### config.mk
export PLATFORM = sky130hd
export DESIGN_NAME = sdmb_core
export DESIGN_NICKNAME = d
export VERILOG_FILES = /design/src/design/sdmb_bank.v /design/src/design/sdmb_core.v
export VERILOG_INCLUDE_DIRS = /design/src /design/src/design
export SDC_FILE = /design/constraint.sdc
export NUM_CORES = 1
export LEC_CHECK = 0
export BUFFER_PORTS_ARGS = -buffer_cell sky130_fd_sc_hd__buf_2
export CAP_MARGIN = 30
export CORE_MARGIN = 5
export CORE_UTILIZATION = 51
export DETAILED_ROUTE_END_ITERATION = 6
export GPL_TIMING_DRIVEN = 0
export MAX_ROUTING_LAYER = met4
export PLACE_DENSITY_LB_ADDON = 0.2
export SYNTH_ARGS = -nofsm -noshare
export SYNTH_HDL_FRONTEND = slang
export SYNTH_SLANG_ARGS = --single-unit
### constraint.sdc
create_clock -name I_CLK -period 2.6 [get_ports I_CLK]
set_clock_uncertainty 0.1 [all_clocks]
set_input_delay 0.13 -clock I_CLK [delete_from_list [all_inputs] [get_ports I_CLK]]
set_output_delay 0.13 -clock I_CLK [all_outputs]
set_load 0.05 [all_outputs]
### src/design/sdmb_defs.vh
// Purpose: Shared constants for the multibank command and clock-enable tracker
// Assumes: 200 MHz clock, 5 ns period
// Notes:   Times are in ns; cycle counts derive from them
`ifndef SDMB_DEFS_VH
`define SDMB_DEFS_VH

`define SDMB_CLK_PERIOD_NS   5
// Command codes {ras_n, cas_n, we_n}
`define SDMB_CMD_NOP         3'h7
`define SDMB_CMD_ACT         3'h3
`define SDMB_CMD_RD          3'h5
`define SDMB_CMD_WR          3'h4
`define SDMB_CMD_BST         3'h6
`define SDMB_CMD_PRE         3'h2
`define SDMB_CMD_REF         3'h1
`define SDMB_CMD_LMR         3'h0
// Bank states
`define SDMB_ST_IDLE         3'h0
`define SDMB_ST_ACTIVATING   3'h1
`define SDMB_ST_ACTIVE       3'h2
`define SDMB_ST_READ         3'h3
`define SDMB_ST_WRITE        3'h4
`define SDMB_ST_PRECHARGING  3'h5
`define SDMB_ST_WR_RECOVER   3'h6
// Device power states
`define SDMB_PWR_NORMAL      2'h0
`define SDMB_PWR_POWERDOWN   2'h1
`define SDMB_PWR_SELFREF     2'h2
`define SDMB_PWR_SUSPEND     2'h3
// Timing in ns
`define SDMB_T_PRECHARGE_NS  20
`define SDMB_T_ACT_COL_NS    20
`define SDMB_T_WR_RECOVER_NS 15
`define SDMB_T_SR_EXIT_NS    70
// Timing in cycles, least times rounded up
`define SDMB_CYC(ns) (((ns) + `SDMB_CLK_PERIOD_NS - 1) / `SDMB_CLK_PERIOD_NS)
`define SDMB_PRECHARGE_CYC   `SDMB_CYC(`SDMB_T_PRECHARGE_NS)
`define SDMB_ACT_COL_CYC     `SDMB_CYC(`SDMB_T_ACT_COL_NS)
`define SDMB_WR_RECOVER_CYC  `SDMB_CYC(`SDMB_T_WR_RECOVER_NS)
`define SDMB_SR_EXIT_CYC     `SDMB_CYC(`SDMB_T_SR_EXIT_NS)
`define SDMB_READ_LATENCY    3
`define SDMB_BURST_LEN       4
`define SDMB_SR_MIN_NOPS     2

`endif

### src/design/sdmb_bank.v
// Purpose: One bank state machine with its own timer
// Assumes: Commands arrive already decoded and gated by the top
// Notes:   Auto precharge is started by the bank itself when told
`include "sdmb_defs.vh"
`timescale 1ns/1ps
`default_nettype none

module sdmb_bank #(
    parameter TW = 8                     // Timer width
) (
    input  wire          i_clk,          // System clock
    input  wire          i_reset,        // Sync reset
    input  wire          i_ce,           // Clock enable, freezes state
    input  wire          i_force_idle,   // Power-down or refresh exit
    input  wire          i_act,          // ACTIVE to this bank
    input  wire          i_rd,           // READ to this bank
    input  wire          i_wr,           // WRITE to this bank
    input  wire          i_ap,           // Auto precharge with rd/wr
    input  wire          i_pre,          // PRECHARGE to this bank
    input  wire          i_stop,         // Burst ended (other bank or terminate)
    input  wire          i_burst_done,   // Own burst ran to its end
    output reg  [2:0]    o_state,        // Bank state
    output reg           o_ap            // Auto precharge pending
);

    reg [TW-1:0] timer_q;

    // Phase loads held at timer width; plain Verilog has no size cast
    localparam [TW-1:0] ACT_LOAD = `SDMB_ACT_COL_CYC - 1;
    localparam [TW-1:0] PRE_LOAD = `SDMB_PRECHARGE_CYC - 1;
    localparam [TW-1:0] WRR_LOAD = `SDMB_WR_RECOVER_CYC - 1;

    // Bank state machine; timer counts down phase lengths
    always @(posedge i_clk) begin
        if (i_reset) begin
            o_state <= `SDMB_ST_IDLE;
            o_ap    <= 1'b0;
            timer_q <= {TW{1'b0}};
        end else if (i_ce) begin
            if (timer_q != {TW{1'b0}})
                timer_q <= timer_q - 1'b1;
            if (i_force_idle) begin
                o_state <= `SDMB_ST_IDLE;
                o_ap    <= 1'b0;
            end else if (i_rd || i_wr) begin
                o_state <= i_rd ? `SDMB_ST_READ : `SDMB_ST_WRITE;
                o_ap    <= i_ap;
            end else if (i_act) begin
                o_state <= `SDMB_ST_ACTIVATING;
                timer_q <= ACT_LOAD;
            end else if (i_pre && o_state != `SDMB_ST_IDLE) begin
                o_state <= `SDMB_ST_PRECHARGING;
                o_ap    <= 1'b0;
                timer_q <= PRE_LOAD;
            end else begin
                case (o_state)
                    `SDMB_ST_ACTIVATING, `SDMB_ST_PRECHARGING: begin
                        if (timer_q == {TW{1'b0}})
                            o_state <= (o_state == `SDMB_ST_ACTIVATING) ? `SDMB_ST_ACTIVE : `SDMB_ST_IDLE;
                    end
                    `SDMB_ST_READ: begin
                        if (i_stop || i_burst_done) begin
                            // Read with auto precharge precharges on the ending edge
                            o_state <= o_ap ? `SDMB_ST_PRECHARGING : `SDMB_ST_ACTIVE;
                            timer_q <= PRE_LOAD;
                            o_ap    <= 1'b0;
                        end
                    end
                    `SDMB_ST_WRITE: begin
                        if (i_stop || i_burst_done) begin
                            // Write with auto precharge waits out write recovery first
                            o_state <= o_ap ? `SDMB_ST_WR_RECOVER : `SDMB_ST_ACTIVE;
                            timer_q <= WRR_LOAD;
                        end
                    end
                    `SDMB_ST_WR_RECOVER: begin
                        if (timer_q == {TW{1'b0}}) begin
                            o_state <= `SDMB_ST_PRECHARGING;
                            o_ap    <= 1'b0;
                            timer_q <= PRE_LOAD;
                        end
                    end
                    default: o_state <= o_state;
                endcase
            end
        end
    end

endmodule // sdmb_bank
`default_nettype wire

### src/design/sdmb_core.v
// Purpose: Command decode, bank tracking and clock-enable states of a four-bank SDRAM
// Assumes: Pins sampled synchronously on I_CLK; controller keeps its own timing
// Notes:   Tracks state only; data path shown as strobes for the data stream
`include "sdmb_defs.vh"
`timescale 1ns/1ps
`default_nettype none

// Overview of operation
// - Chip select high: inhibit, operations continue
// - All strobes high: no-operation, continue
// - Decode ACTIVE, READ, WRITE, PRECHARGE
// - Cross-bank rules only with clock enable high twice
// - Idle bank restricts nothing elsewhere
// - Busy bank permits commands to others
// - Bursting bank permits commands to others
// - Burst terminate hits only current burst
// - Interrupted auto precharge burst self-precharges
// - Precharge elsewhere leaves burst running
// - New read takes data one latency later
// - Read interrupt starts precharge on registration
// - Write ends read burst when registered
// - Write interrupt starts read precharge at once
// - Read ends write; last word one earlier
// - Write ends write; last word one earlier
// - Interrupted write precharges after write recovery
// - Auto precharge states end idle after precharge
// - Clock enable low twice holds low-power state
// - Power-down exit leaves banks idle next edge
// - Suspend exit resumes, next command next edge
// - Refresh with falling enable enters self refresh
module sdmb_core #(
    parameter NBANK = 4,                         // Number of banks
    parameter RL    = `SDMB_READ_LATENCY,        // Read latency in clocks
    parameter BL    = `SDMB_BURST_LEN            // Burst length in words
) (
    input  wire                I_CLK,            // System clock
    input  wire                I_RESET,          // Sync reset, active high
    input  wire                I_CE,             // Clock enable of this logic
    input  wire                I_CKE,            // Memory clock enable pin
    input  wire                I_CS_N,           // Chip select, active low
    input  wire                I_RAS_N,          // Row strobe, active low
    input  wire                I_CAS_N,          // Column strobe, active low
    input  wire                I_WE_N,           // Write enable, active low
    input  wire [1:0]          I_BA,             // Bank address
    input  wire                I_AP,             // Auto precharge / all-banks bit
    output reg  [3*NBANK-1:0]  O_BANK_STATE,     // Per-bank state
    output reg  [1:0]          O_PWR_STATE,      // Power state
    output reg                 O_RD_DATA_VALID,  // Read word on output stream
    output reg  [1:0]          O_RD_DATA_BANK,   // Bank driving output stream
    output reg                 O_WR_DATA_TAKE,   // Write word accepted this edge
    output reg                 O_CMD_ACCEPT,     // Command took effect
    output reg                 O_ILLEGAL         // Command refused as illegal
);

    reg          cke_prev_q;
    reg  [7:0]   xsr_cnt_q;
    reg  [1:0]   nop_cnt_q;
    reg  [1:0]   cur_bank_q;
    reg          cur_rd_q;
    reg          burst_on_q;
    reg  [7:0]   burst_cnt_q;
    reg  [RL-1:0] rd_pipe_q;
    reg  [2*RL-1:0] rd_bank_pipe_q;

    // Counter loads at counter width
    localparam [7:0] BURST_LOAD   = BL;
    localparam [7:0] SR_EXIT_LOAD = `SDMB_SR_EXIT_CYC;
    localparam [1:0] SR_MIN_NOPS  = `SDMB_SR_MIN_NOPS;

    wire [2:0]   cmd;
    wire         cmd_live;
    wire         cmd_ok;
    wire         all_idle;
    wire [2:0]   bank_st [0:NBANK-1];
    wire [NBANK-1:0] idle_vec;

    // Inhibit masks strobes; all high decodes to no-operation
    assign cmd = I_CS_N ? `SDMB_CMD_NOP : {I_RAS_N, I_CAS_N, I_WE_N};
    // Commands act only with enable high both edges and exit period over
    assign cmd_live = cke_prev_q && I_CKE && (O_PWR_STATE == `SDMB_PWR_NORMAL) &&
                      (xsr_cnt_q == 8'h00);
    assign all_idle = &idle_vec;
    // Refresh and mode load refused unless all banks idle
    assign cmd_ok = !(((cmd == `SDMB_CMD_REF) || (cmd == `SDMB_CMD_LMR)) && !all_idle);

    // Bank strobes; other banks may take any command their own state supports
    genvar g;
    generate
        for (g = 0; g < NBANK; g = g + 1) begin : g_bank
            localparam [1:0] BANK_ID = g;
            wire sel  = cmd_live && cmd_ok && (I_BA == BANK_ID);
            wire is_rd = sel && (cmd == `SDMB_CMD_RD);
            wire is_wr = sel && (cmd == `SDMB_CMD_WR);
            wire is_pre = cmd_live && (cmd == `SDMB_CMD_PRE) && ((I_BA == BANK_ID) || I_AP);
            // A new burst in another bank ends this bank's burst on its registering edge
            wire other_burst = cmd_live && ((cmd == `SDMB_CMD_RD) || (cmd == `SDMB_CMD_WR)) &&
                               (I_BA != BANK_ID);
            // Terminate only touches the current burst's bank
            wire bst = cmd_live && (cmd == `SDMB_CMD_BST) && burst_on_q &&
                       (cur_bank_q == BANK_ID);
            wire done = burst_on_q && (cur_bank_q == BANK_ID) && (burst_cnt_q == 8'h01);
            wire [2:0] st;
            sdmb_bank u_bank (
                .i_clk        (I_CLK),
                .i_reset      (I_RESET),
                .i_ce         (I_CE),
                .i_force_idle (1'b0),
                .i_act        (sel && (cmd == `SDMB_CMD_ACT)),
                .i_rd         (is_rd),
                .i_wr         (is_wr),
                .i_ap         (I_AP),
                .i_pre        (is_pre),
                .i_stop       (other_burst || bst),
                .i_burst_done (done),
                .o_state      (st),
                .o_ap         ()
            );
            assign bank_st[g]  = st;
            assign idle_vec[g] = (st == `SDMB_ST_IDLE);
        end
    endgenerate

    // Current burst tracking, reset by new bursts or terminate
    always @(posedge I_CLK) begin
        if (I_RESET) begin
            cur_bank_q  <= 2'h0;
            cur_rd_q    <= 1'b0;
            burst_on_q  <= 1'b0;
            burst_cnt_q <= 8'h00;
        end else if (I_CE && O_PWR_STATE != `SDMB_PWR_SUSPEND) begin
            if (cmd_live && ((cmd == `SDMB_CMD_RD) || (cmd == `SDMB_CMD_WR))) begin
                cur_bank_q  <= I_BA;
                cur_rd_q    <= (cmd == `SDMB_CMD_RD);
                burst_on_q  <= 1'b1;
                burst_cnt_q <= BURST_LOAD;
            end else if ((cmd_live && cmd == `SDMB_CMD_BST) || burst_cnt_q == 8'h01) begin
                burst_on_q  <= 1'b0;
                burst_cnt_q <= 8'h00;
            end else if (burst_on_q) begin
                burst_cnt_q <= burst_cnt_q - 8'h01;
            end
        end
    end

    // Power state from present and previous clock enable
    always @(posedge I_CLK) begin
        if (I_RESET) begin
            cke_prev_q  <= 1'b1;
            O_PWR_STATE <= `SDMB_PWR_NORMAL;
            xsr_cnt_q   <= 8'h00;
            nop_cnt_q   <= 2'h0;
        end else if (I_CE) begin
            cke_prev_q <= I_CKE;
            if (xsr_cnt_q != 8'h00)
                xsr_cnt_q <= xsr_cnt_q - 8'h01;
            // Count nops seen during exit; exit period never ends before two
            if (xsr_cnt_q != 8'h00 && cmd == `SDMB_CMD_NOP && nop_cnt_q != 2'h3)
                nop_cnt_q <= nop_cnt_q + 2'h1;
            if (xsr_cnt_q == 8'h01 && nop_cnt_q < SR_MIN_NOPS)
                xsr_cnt_q <= 8'h01;
            case (O_PWR_STATE)
                `SDMB_PWR_NORMAL: begin
                    if (cke_prev_q && !I_CKE) begin
                        if (all_idle && cmd == `SDMB_CMD_REF)
                            O_PWR_STATE <= `SDMB_PWR_SELFREF;
                        else if (all_idle && cmd == `SDMB_CMD_NOP)
                            O_PWR_STATE <= `SDMB_PWR_POWERDOWN;
                        else if (burst_on_q)
                            O_PWR_STATE <= `SDMB_PWR_SUSPEND;
                    end
                end
                `SDMB_PWR_POWERDOWN: begin
                    // Low twice holds; rise with nop exits, banks idle next edge
                    if (I_CKE && cmd == `SDMB_CMD_NOP)
                        O_PWR_STATE <= `SDMB_PWR_NORMAL;
                end
                `SDMB_PWR_SELFREF: begin
                    // All other inputs ignored here
                    if (I_CKE && cmd == `SDMB_CMD_NOP) begin
                        O_PWR_STATE <= `SDMB_PWR_NORMAL;
                        xsr_cnt_q   <= SR_EXIT_LOAD;
                        nop_cnt_q   <= 2'h0;
                    end
                end
                `SDMB_PWR_SUSPEND: begin
                    // Frozen burst resumes; next command taken next edge
                    if (I_CKE)
                        O_PWR_STATE <= `SDMB_PWR_NORMAL;
                end
                default: O_PWR_STATE <= `SDMB_PWR_NORMAL;
            endcase
        end
    end

    // Read data stream: newest read owns output one latency after registration
    always @(posedge I_CLK) begin
        if (I_RESET) begin
            rd_pipe_q       <= {RL{1'b0}};
            rd_bank_pipe_q  <= {2*RL{1'b0}};
            O_RD_DATA_VALID <= 1'b0;
            O_RD_DATA_BANK  <= 2'h0;
            O_WR_DATA_TAKE  <= 1'b0;
            O_CMD_ACCEPT    <= 1'b0;
            O_ILLEGAL       <= 1'b0;
            O_BANK_STATE    <= {3*NBANK{1'b0}};
        end else if (I_CE) begin
            rd_pipe_q      <= {rd_pipe_q[RL-2:0], burst_on_q && cur_rd_q};
            rd_bank_pipe_q <= {rd_bank_pipe_q[2*RL-3:0], cur_bank_q};
            O_RD_DATA_VALID <= rd_pipe_q[RL-2];
            O_RD_DATA_BANK  <= rd_bank_pipe_q[2*RL-3:2*RL-4];
            // Write word taken with the WRITE itself and through its burst; an
            // interrupting READ or terminate drops its own edge, so the last word is the one before
            O_WR_DATA_TAKE <= (cmd_live && cmd == `SDMB_CMD_WR) ||
                              (burst_on_q && !cur_rd_q && burst_cnt_q != 8'h01 &&
                               O_PWR_STATE != `SDMB_PWR_SUSPEND &&
                               !(cmd_live && (cmd == `SDMB_CMD_RD || cmd == `SDMB_CMD_BST)));
            O_CMD_ACCEPT   <= cmd_live && cmd_ok && cmd != `SDMB_CMD_NOP;
            O_ILLEGAL      <= cmd_live && !cmd_ok;
            O_BANK_STATE   <= {bank_st[3], bank_st[2], bank_st[1], bank_st[0]};
        end
    end

endmodule // sdmb_core
`default_nettype wire

=== Yosys cells after proc, flatten, opt, wreduce, memory -nomap -nowiden ===
Cells that the tools add are included.

* Flip-flop bits (word level): 97
* Bits of input ports: 11
* Output and inout bits: 20
* Word-level logic and storage cells: 380

* Add/sub/neg operators: 7
* $lt $le $gt $ge: 1
* Equal/unequal tests: 77
* Muxes and demuxes: 124
* Reductions and logical operators: 143

{| class="wikitable"
|+ Operators by type and width
! kind !! number
|-
| 2-to-1 mux 8 bit || 35
|-
| 2-to-1 mux 3 bit || 41
|-
| case mux 8 bit (3 select lines) || 4
|-
| != test 5 x 1 -> 1 bit, second input constant || 16
|-
| logical AND 1 bit || 66
|-
| equality test 3 bit, second input constant || 16
|-
| case mux 3 bit (4 select lines) || 4
|-
| subtractor 8 x 1 -> 8 bit, second input constant || 6
|-
| zero test 8 bit || 5
|-
| nonzero test 8 bit || 5
|-
| != test 4 x 1 -> 1 bit, second input constant || 8
|-
| nonzero test 7 bit || 4
|-
| 2-to-1 mux 2 bit || 13
|-
| AND reduction 5 bit || 5
|-
| AND reduction 6 bit || 4
|-
| 2-to-1 mux 1 bit || 22
|-
| logical OR 1 bit || 21
|-
| equality test 3 x 2 -> 1 bit, second input constant || 6
|-
| != test 2 bit, second input constant || 9
|-
| equality test 8 x 1 -> 1 bit, second input constant || 2
|-
| nonzero test 4 bit || 4
|-
| equality test 3 x 1 -> 1 bit, second input constant || 5
|-
| zero test 3 bit || 5
|-
| nonzero test 3 bit || 5
|-
| 16 further kinds || 41
|}

=== Depth between registers and ports, before layout ===
Gate-level depths: netlist of run 1.

* Depth in word-level cells: 13
* Gate-level depth with buffers: 11
* Mapped depth without buffers: 9

=== Cells and area by module ===
A second synthesis of run 1 with hierarchy kept.

* Cell total of the unflattened synthesis: 807
* Area, all modules: 6481.2 um^2

{| class="wikitable"
|+ By module, submodules not included
! module !! instances !! cells each !! area an instance (um^2) !! seq. area each (um^2)
|-
| sdmb_core || 1 || 323 || 2700.1 || 980.9
|-
| sdmb_bank (g_bank[0].u_bank ...) || 2 || 127 || 967.2 || 240.2
|-
| sdmb_bank (g_bank[2].u_bank ...) || 2 || 115 || 923.4 || 240.2
|}

=== Worst setup path before layout of run 1 ===
Ideal clock, no wire load.

* Path kind: reg2reg
* Start: register O_PWR_STATE[0]
* End: register g_bank[0].u_bank.o_state[1]
* Setup time: 121 ps
* Data arrival time: 2742 ps
* Data required time: 2379 ps
* Slack: -363 ps
* Cell stages (with the launch flop): 10
* Buffers on the path: 1
* Period minus slack after synthesis: 2963 ps
* Cell sequence: dfxtp_1 inv_1 ha_1 and4_1 nand3_1 clkbuf_1 a21o_1 o21ai_0 o31ai_1 mux2_2

* Word-level cells in the longest chain between the ends: 10
* Elaborated cells on any way between the ends: 29
* Classes of those cells: eq/ne: 4; mux: 4; reduce/logical: 21

{| class="wikitable"
|+ RTL lines
! what !! RTL line !! text
|-
| start, declared || sdmb_core.v:47 || <nowiki>output reg [1:0] O_PWR_STATE,</nowiki>
|-
| start signal, assigned || sdmb_core.v:149 || <nowiki>O_PWR_STATE <= `SDMB_PWR_NORMAL;</nowiki>
|-
| start signal, assigned || sdmb_core.v:165 || <nowiki>O_PWR_STATE <= `SDMB_PWR_SELFREF;</nowiki>
|-
| start signal, assigned || sdmb_core.v:167 || <nowiki>O_PWR_STATE <= `SDMB_PWR_POWERDOWN;</nowiki>
|-
| zero test 2 bit (*) || n/a ||
|-
| logical AND 1 bit (*) (2 in series) || sdmb_core.v:80 || <nowiki>assign cmd_live = cke_prev_q && I_CKE && (O_PWR_STATE == `SDMB_PWR_NORMAL) &&</nowiki>
|-
| logical AND 1 bit (3 in series) || sdmb_core.v:99 || <nowiki>wire bst = cmd_live && (cmd == `SDMB_CMD_BST) && burst_on_q &&</nowiki>
|-
| logical OR 1 bit || sdmb_core.v:113 || <nowiki>.i_stop (other_burst || bst),</nowiki>
|-
| logical OR 1 bit || sdmb_bank.v:62, sdmb_bank.v:70 ||
|-
| != test 5 x 1 -> 1 bit (no source line) || n/a ||
|-
| AND reduction 6 bit (no source line) || n/a ||
|-
| end signal, assigned || sdmb_bank.v:64 || <nowiki>o_state <= o_ap ? `SDMB_ST_PRECHARGING : `SDMB_ST_ACTIVE;</nowiki>
|-
| end signal, assigned || sdmb_bank.v:72 || <nowiki>o_state <= o_ap ? `SDMB_ST_WR_RECOVER : `SDMB_ST_ACTIVE;</nowiki>
|-
| end signal, assigned || sdmb_bank.v:78 || <nowiki>o_state <= `SDMB_ST_PRECHARGING;</nowiki>
|-
| end, declared || sdmb_bank.v:22 || <nowiki>output reg [2:0] o_state,</nowiki>
|}

Mark *: on every way between the ends. The rest lies on a longest branch, timed or not.
A chain may end at the register's enable or synchronous reset.

=== Worst setup path in the final report of run 1 ===
* Start: register xsr_cnt_q[2]
* End: register g_bank[3].u_bank.o_state[2]

* Word-level cells in the longest chain between the ends: 9
* Elaborated cells on any way between the ends: 28
* Classes of those cells: eq/ne: 4; mux: 4; reduce/logical: 20

{| class="wikitable"
|+ RTL lines
! what !! RTL line !! text
|-
| start, declared || sdmb_core.v:56 || <nowiki>reg [7:0] xsr_cnt_q;</nowiki>
|-
| start signal, assigned || sdmb_core.v:155 || <nowiki>xsr_cnt_q <= xsr_cnt_q - 8'h01;</nowiki>
|-
| zero test 8 bit (*) || sdmb_core.v:81 || <nowiki>(xsr_cnt_q == 8'h00);</nowiki>
|-
| logical AND 1 bit (*) || sdmb_core.v:80 ||
|-
| logical AND 1 bit (3 in series) || sdmb_core.v:99 ||
|-
| logical OR 1 bit || sdmb_core.v:113 ||
|-
| logical OR 1 bit || sdmb_bank.v:62, sdmb_bank.v:70 ||
|-
| != test 5 x 1 -> 1 bit (no source line) || n/a ||
|-
| AND reduction 6 bit (no source line) || n/a ||
|-
| end signal, assigned || sdmb_bank.v:64 ||
|-
| end signal, assigned || sdmb_bank.v:72 ||
|-
| end signal, assigned || sdmb_bank.v:78 ||
|-
| end, declared || sdmb_bank.v:22 ||
|}

Marks and branches as above.

==> impl_metrics.toml, run 1 <==
[outcome]
outcome = "finished, violations left"
violations = "negative setup slack"

[power_and_ir_drop]
swShare_pct = 43.3
ir_drop_mv = 0.641
intPower_mw = 4.59
p_switching_mw = 3.50
pwr-share-comb_pct = 55.0
power_density_nw_per_um2 = 1040
p_clk_share_pct = 18.3
power_mw = 8.09
seqPwrFrac_pct = 26.7
p_leak_nw = 2.98

[synthesis]
syn_avg_cell_area_um2 = 7.61
synthArstFlopShare_pct = 0
ys_types = 71
synth-edff-count = 0
synth-seq-area-share_pct = 31.3
yosysWarnings = 0
synth_ff_type = "dfxtp_1"
synthCells = 815
syn_area_um2 = 6200
syn_nets = 848
synth-seq-cells = 97

[placed_design]
gp_congestion = 1.01
place.port_buffers = 25
dp_hpwl_um = 14300
place_ws_ns = -0.603

[clock_network]
holdBufCountCts = 0
cts_tree = "built"
cts_buffers = 9
clockBufferDepth = 2
clock_latency_ns = 0.36
cts.htree.levels = 3
clkTransAtPathRegs_ns = 0.07
clkSinkCount = 97
cts_root_buf = "clkbuf_16"

[global_route]
track_usage_pct = 29.3
grt_max_degree = 18
overflow = 0
antenna_found_initial = 0
first_global_vias = 6411
grt_pass1_wl_um = 33100

[routing]
vias = 6639
antenna_left = 0
drt_iter0_markers = 619
wl_um = 20900
wl_met1_um = 8830
detail_route.wl_per_cell_um = 20.1
met3_length_um = 1600
top_layer = "met4"
via_per_inst = 6.38
drcViolationCount = 0
wl_met2_um = 9760
drtPass1Iterations = 5

[timing]
layout_setup_ws_ns = -0.114
grt_setup_unrepaired = "yes"
hold_violations = 0
max_freq_mhz = 368
drv_slew = 0
finalCritPeriodShare_pct = 104
max_slew_margin_pct = 32.3
fin_crit_ns = 2.71
worst_pin_slew_ns = 1.00
setup_viol = 26

[layout]
layout_commonest_cell = "nor2_1"
seq_area_um2 = 1970
drive_gt1_share_pct = 23.6
antenna_cells = 0
fillers = 1045
multi_input_area_um2 = 4530
nets = 921
syn2layout_area_growth_pct = 26.1
final_cell_mix = "102 x nor2_1, 85 x dfxtp_1, 85 x nand2_1, 43 x a21oi_1, 41 x o21ai_0"

[die]
dieArea_um2 = 14500
die_h_um = 120
start_util_pct = 51.8
coreArea_um2 = 12000
io_pins = 31
die_w_um = 120
row_count = 40

[min_path]
hold_class = "input port to register"

[worst_setup_path]
cp-end-kind = "register"
crit_type = "register to register"
crit_arrival_ns = 2.87
cp-start-kind = "register"
cp_max_fo = 5
cp.required_ns = 2.75

[job]
max-cap-violations = 0
[layout make-up]
type                            instances  share of cell area (%)
Multi-Input combinational cell        647                    58.0
Sequential cell                        97                    25.2
Timing Repair Buffer                   68                    6.53
Clock buffer                            9                    2.88
Buffer                                 40                    2.53
Tap cell                              147                    2.35
Clock inverter                          7                    1.28
Inverter                               25                    1.20
[logic make-up (layout without fill, tap and decap cells)]
| kind of cell | Yosys count | count (layout) | synth area share, % |
|---|---|---|---|
| adders and majority gates | 22 | 22 | 4.44 |
| and+or+nand+nor | 369 | 371 | 30.1 |
| xor gates and xnor gates | 10 | 10 | 1.41 |
| DFF | 97 | 97 | 31.3 |
| AOI/OAI and AO/OA | 208 | 208 | 22.1 |
| muxes | 36 | 36 | 5.91 |
| buffers and inverters | 73 | 149 | 4.68 |
[registers in the layout (all words and copies together), names as in the netlist, 2 cells and up]
signal / cells
O_BANK_STATE: 12
O_PWR_STATE: 2
O_RD_DATA_BANK: 2
burst_cnt_q: 8
cur_bank_q: 2
g_bank.u_bank.o_ap: 4
g_bank.u_bank.o_state: 12
g_bank.u_bank.timer_q: 32
nop_cnt_q: 2
rd_bank_pipe_q: 4
rd_pipe_q: 2
xsr_cnt_q: 8
[critical path: stages, from the launching register on]
cell      delay [ns]
dfxtp_4         0.36
or3_4           0.39
or4_4           0.56
buf_8           0.16
o221ai_4        0.22
a31oi_1         0.11
or2_1           0.27
and2_4          0.16
o311a_1         0.28
[timing repair]
item	4_1_cts	5_1_grt
setup endpoints to repair	62	54
pin swaps	26	44
gates cloned	3	0
resized for setup	77	66
buffers inserted	28	14
[power groups by stage]
stage	clock [mW]	sequential (mW)	combinational, mW
floorplan	0	2.08	2.56
global placement	0	2.12	3.14
detailed placement	0	2.14	3.28
CTS	1.49	2.12	3.86
global route	1.55	2.20	4.87
finish	1.48	2.16	4.45
[Yosys cell counts, types with 5 or more instances]
library cell,number,share of area [%]
and2_1,5,0.50
mux2i_1,31,5.0
o211ai_1,6,0.73
nor2b_1,20,2.0
dfxtp_1,97,31
nor4b_1,7,0.99
nor3_1,22,1.8
a21oi_1,47,3.8
ha_1,22,4.4
buf_2,6,0.48
nand3b_1,6,0.73
a211oi_1,11,1.3
a211o_1,7,0.99
nor2_1,107,6.5
or3_1,12,1.2
nand4_1,12,1.2
buf_1,6,0.36
o22ai_1,8,0.81
nand3_1,29,2.3
nor4_1,12,1.2
nand2_1,88,5.3
o31ai_1,10,1.2
a31oi_1,12,1.2
mux2_2,5,0.91
o21ai_0,56,4.5
xnor2_1,8,1.1
o221ai_1,6,0.85
nor3b_1,10,1.2
clkbuf_1,34,2.1
inv_1,25,1.5
nand2b_1,13,1.3
[worst paths after layout]
| check | from | endpoint | slack, ns | cells past startpoint |
|---|---|---|---|---|
| max | xsr_cnt_q[2] | g_bank[3].u_bank.o_state[2] | -0.11 | 8 |
| min | I_CE | O_BANK_STATE[9] | 0.07 | 3 |
| max reg2reg | xsr_cnt_q[2] | g_bank[3].u_bank.o_state[2] | -0.11 | 8 |
| min reg2reg | O_BANK_STATE[9] | O_BANK_STATE[9] | 0.37 | 2 |
[metal layers]
layer	global-route usage, %	vias to the layer above
met5	-	-
met4	14.2	0
met3	4.82	54
met2	46.4	279
met1	36.7	3176
li1	-	3130
[through the flow]
stage	utilization, %	setup TNS, ns	hold WS (ns)	std cells	area (um2)
floorplan	-	-0.0599	0.181	815	6310
global route	65.4	-3.75	0.103	1040	7820
detailed placement	55.3	-18.80	0.359	987	6620
CTS	62.4	-0.460	0.0460	1029	7470
global placement	55.3	-15.32	0.353	987	6620
finish	65.4	-1.02	0.0686	1040	7820
No activity file was read; power rests on OpenSTA's default activity.
==> run 2: changes to the inputs <==
==> constraint.sdc (replaced) <==
create_clock -name I_CLK -period 3.1 [get_ports I_CLK]
set_clock_uncertainty 0.1 [all_clocks]
set_input_delay 0.155 -clock I_CLK [delete_from_list [all_inputs] [get_ports I_CLK]]
set_output_delay 0.155 -clock I_CLK [all_outputs]
set_load 0.05 [all_outputs]
==> impl_metrics.toml, run 2 (synthesis gave the netlist of run 1 again) <==
[placed_design]
gp_congestion = 1.02
dp_hpwl_um = 14200
dpl.cell_count = 987
place_ws_ns = -0.400
dpl_cell_area_um2 = 6510
place.port_buffers = 25

[layout]
largest_reg_flops = 32
layout_commonest_cell = "nor2_1"
antenna_cells = 0
nets = 886
syn2layout_area_growth_pct = 11.6
postLayoutCellArea_um2 = 6920
instances_no_fill = 1005
largest_register = "g_bank.u_bank.timer_q"
reg.largest.list = "g_bank.u_bank.timer_q (32), O_BANK_STATE (12), g_bank.u_bank.o_state (12)"
drive_gt1_share_pct = 10.4
final_cell_mix = "106 x nor2_1, 97 x dfxtp_1, 87 x nand2_1, 56 x o21ai_0, 47 x a21oi_1"

[timing]
finalCritPeriodShare_pct = 97.6
setup_viol = 0
hold_violations = 0
fin_crit_ns = 3.03
layout_setup_ws_ns = 0.0739
drv_slew = 0
max_freq_mhz = 330
worst_pin_slew_ns = 1.05
max_slew_margin_pct = 29.9

[power_and_ir_drop]
pwr-share-comb_pct = 49.6
swShare_pct = 44.2
p_leak_nw = 2.62
power_mw = 5.75
intPower_mw = 3.21
p_switching_mw = 2.55
p_clk_share_pct = 19.4
power_density_nw_per_um2 = 832
ir_drop_mv = 0.532
seqPwrFrac_pct = 31.0

[worst_setup_path]
cpMaxStageDelayCell = "or4_4"
max_stage_delay_ns = 0.54
critPathLaunch = "xsr_cnt_q[4]"
timing.rr.start = "xsr_cnt_q[4]"
cp_top_family = "simple AND/OR/NAND/NOR gates"
crit_type = "register to register"
crit_arrival_ns = 3.18
crit_chain = "or3_1 > buf_2 > or4_4 > buf_6 > o221ai_4 > nor2_1 > o221ai_1 > mux2_2"
cp-start-kind = "register"
cp-end-kind = "register"
cp.required_ns = 3.25
crit_buf_inv = 2
cp_max_fo = 10

[global_route]
antenna_found_initial = 0
grt_max_degree = 17
track_usage_pct = 27.9
first_global_vias = 5963
grt_pass1_wl_um = 31400
overflow = 0

[die]
row_count = 40
io_pins = 31
start_util_pct = 51.8
coreArea_um2 = 12000
die_h_um = 120
dieArea_um2 = 14500
die_w_um = 120

[clock_network]
cts_tree = "built"
clockBufferDepth = 2
clkTransAtPathRegs_ns = 0.07
clkSinkCount = 97
cts_root_buf = "clkbuf_16"
cts_buffers = 9
holdBufCountCts = 0
cts.htree.levels = 3
clock_latency_ns = 0.36

[routing]
antenna_left = 0
wl_um = 20100
detail_route.wl_per_cell_um = 20.0
drtPass1Iterations = 7
via_per_inst = 6.53
drt_iter0_markers = 676
vias = 6559
drcViolationCount = 1

[min_path]
min-delay-start = "I_CE"
hold_class = "input port to register"

[outcome]
outcome = "finished, violations left"
violations = "design-rule violations"

[job]
max-cap-violations = 0
## run 2: worst paths after layout
check                                                    to  slack (ns)  cells after the start
worst min-delay path                        O_BANK_STATE[9]        0.08                      3
worst min register to register                 O_CMD_ACCEPT        0.36                      2
worst max register to register  g_bank[2].u_bank.o_state[1]        0.07                      8
worst max-delay path            g_bank[2].u_bank.o_state[1]        0.07                      8
## run 2: cell type report
cell class,count,area (um2)
multi-input cells,645,4060
flip-flops and latches,97,1940
plain buffers,47,195
clock buffers,12,256
clock inverters,4,36.3
inverters,25,93.8
repair buffers,28,148
fillers,1127,5050
well taps,147,184
## run 2: routing by layer
metal | vias to the layer above | part of all wire [%] | GRT usage, % | wire [um]
met5 | - | 0 | - | 0
li1 | 3038 | - | - | -
met4 | 0 | 2.7 | 8.00 | 551
met2 | 328 | 46 | 45.0 | 9320
met3 | 56 | 8.9 | 5.14 | 1790
met1 | 3137 | 42 | 36.0 | 8390
## run 2: power groups by stage
| stage | sequential [mW] | clock, mW | combinational [mW] |
|---|---|---|---|
| after global placement | 1.77 | 0 | 2.57 |
| after floorplan | 1.74 | 0 | 2.08 |
| after global routing | 1.82 | 1.18 | 3.18 |
| final | 1.78 | 1.12 | 2.85 |
| after detailed placement | 1.79 | 0 | 2.67 |
| after CTS | 1.77 | 1.12 | 2.73 |
## run 2: through the flow
step,setup TNS [ns],utilization [%],hold WS (ns)
finish,0,57.8,0.0832
global route,-0.00574,57.8,0.103
CTS,0,57.2,0.0737
detailed placement,-5.52,54.4,0.358
global placement,-3.50,54.4,0.352
floorplan,0,-,0.206
## run 2: worst min-delay path, stage by stage
cell and delay [ns]:
buf_2 0.17, nand2_1 0.10, a21oi_1 0.06
## run 2: what timing repair did
item / CTS / global route
endpoints found under the setup margin: 38 / 40
pin swaps: 0 / 2
gates resized for setup: 7 / 16
setup buffers: 0 / 3
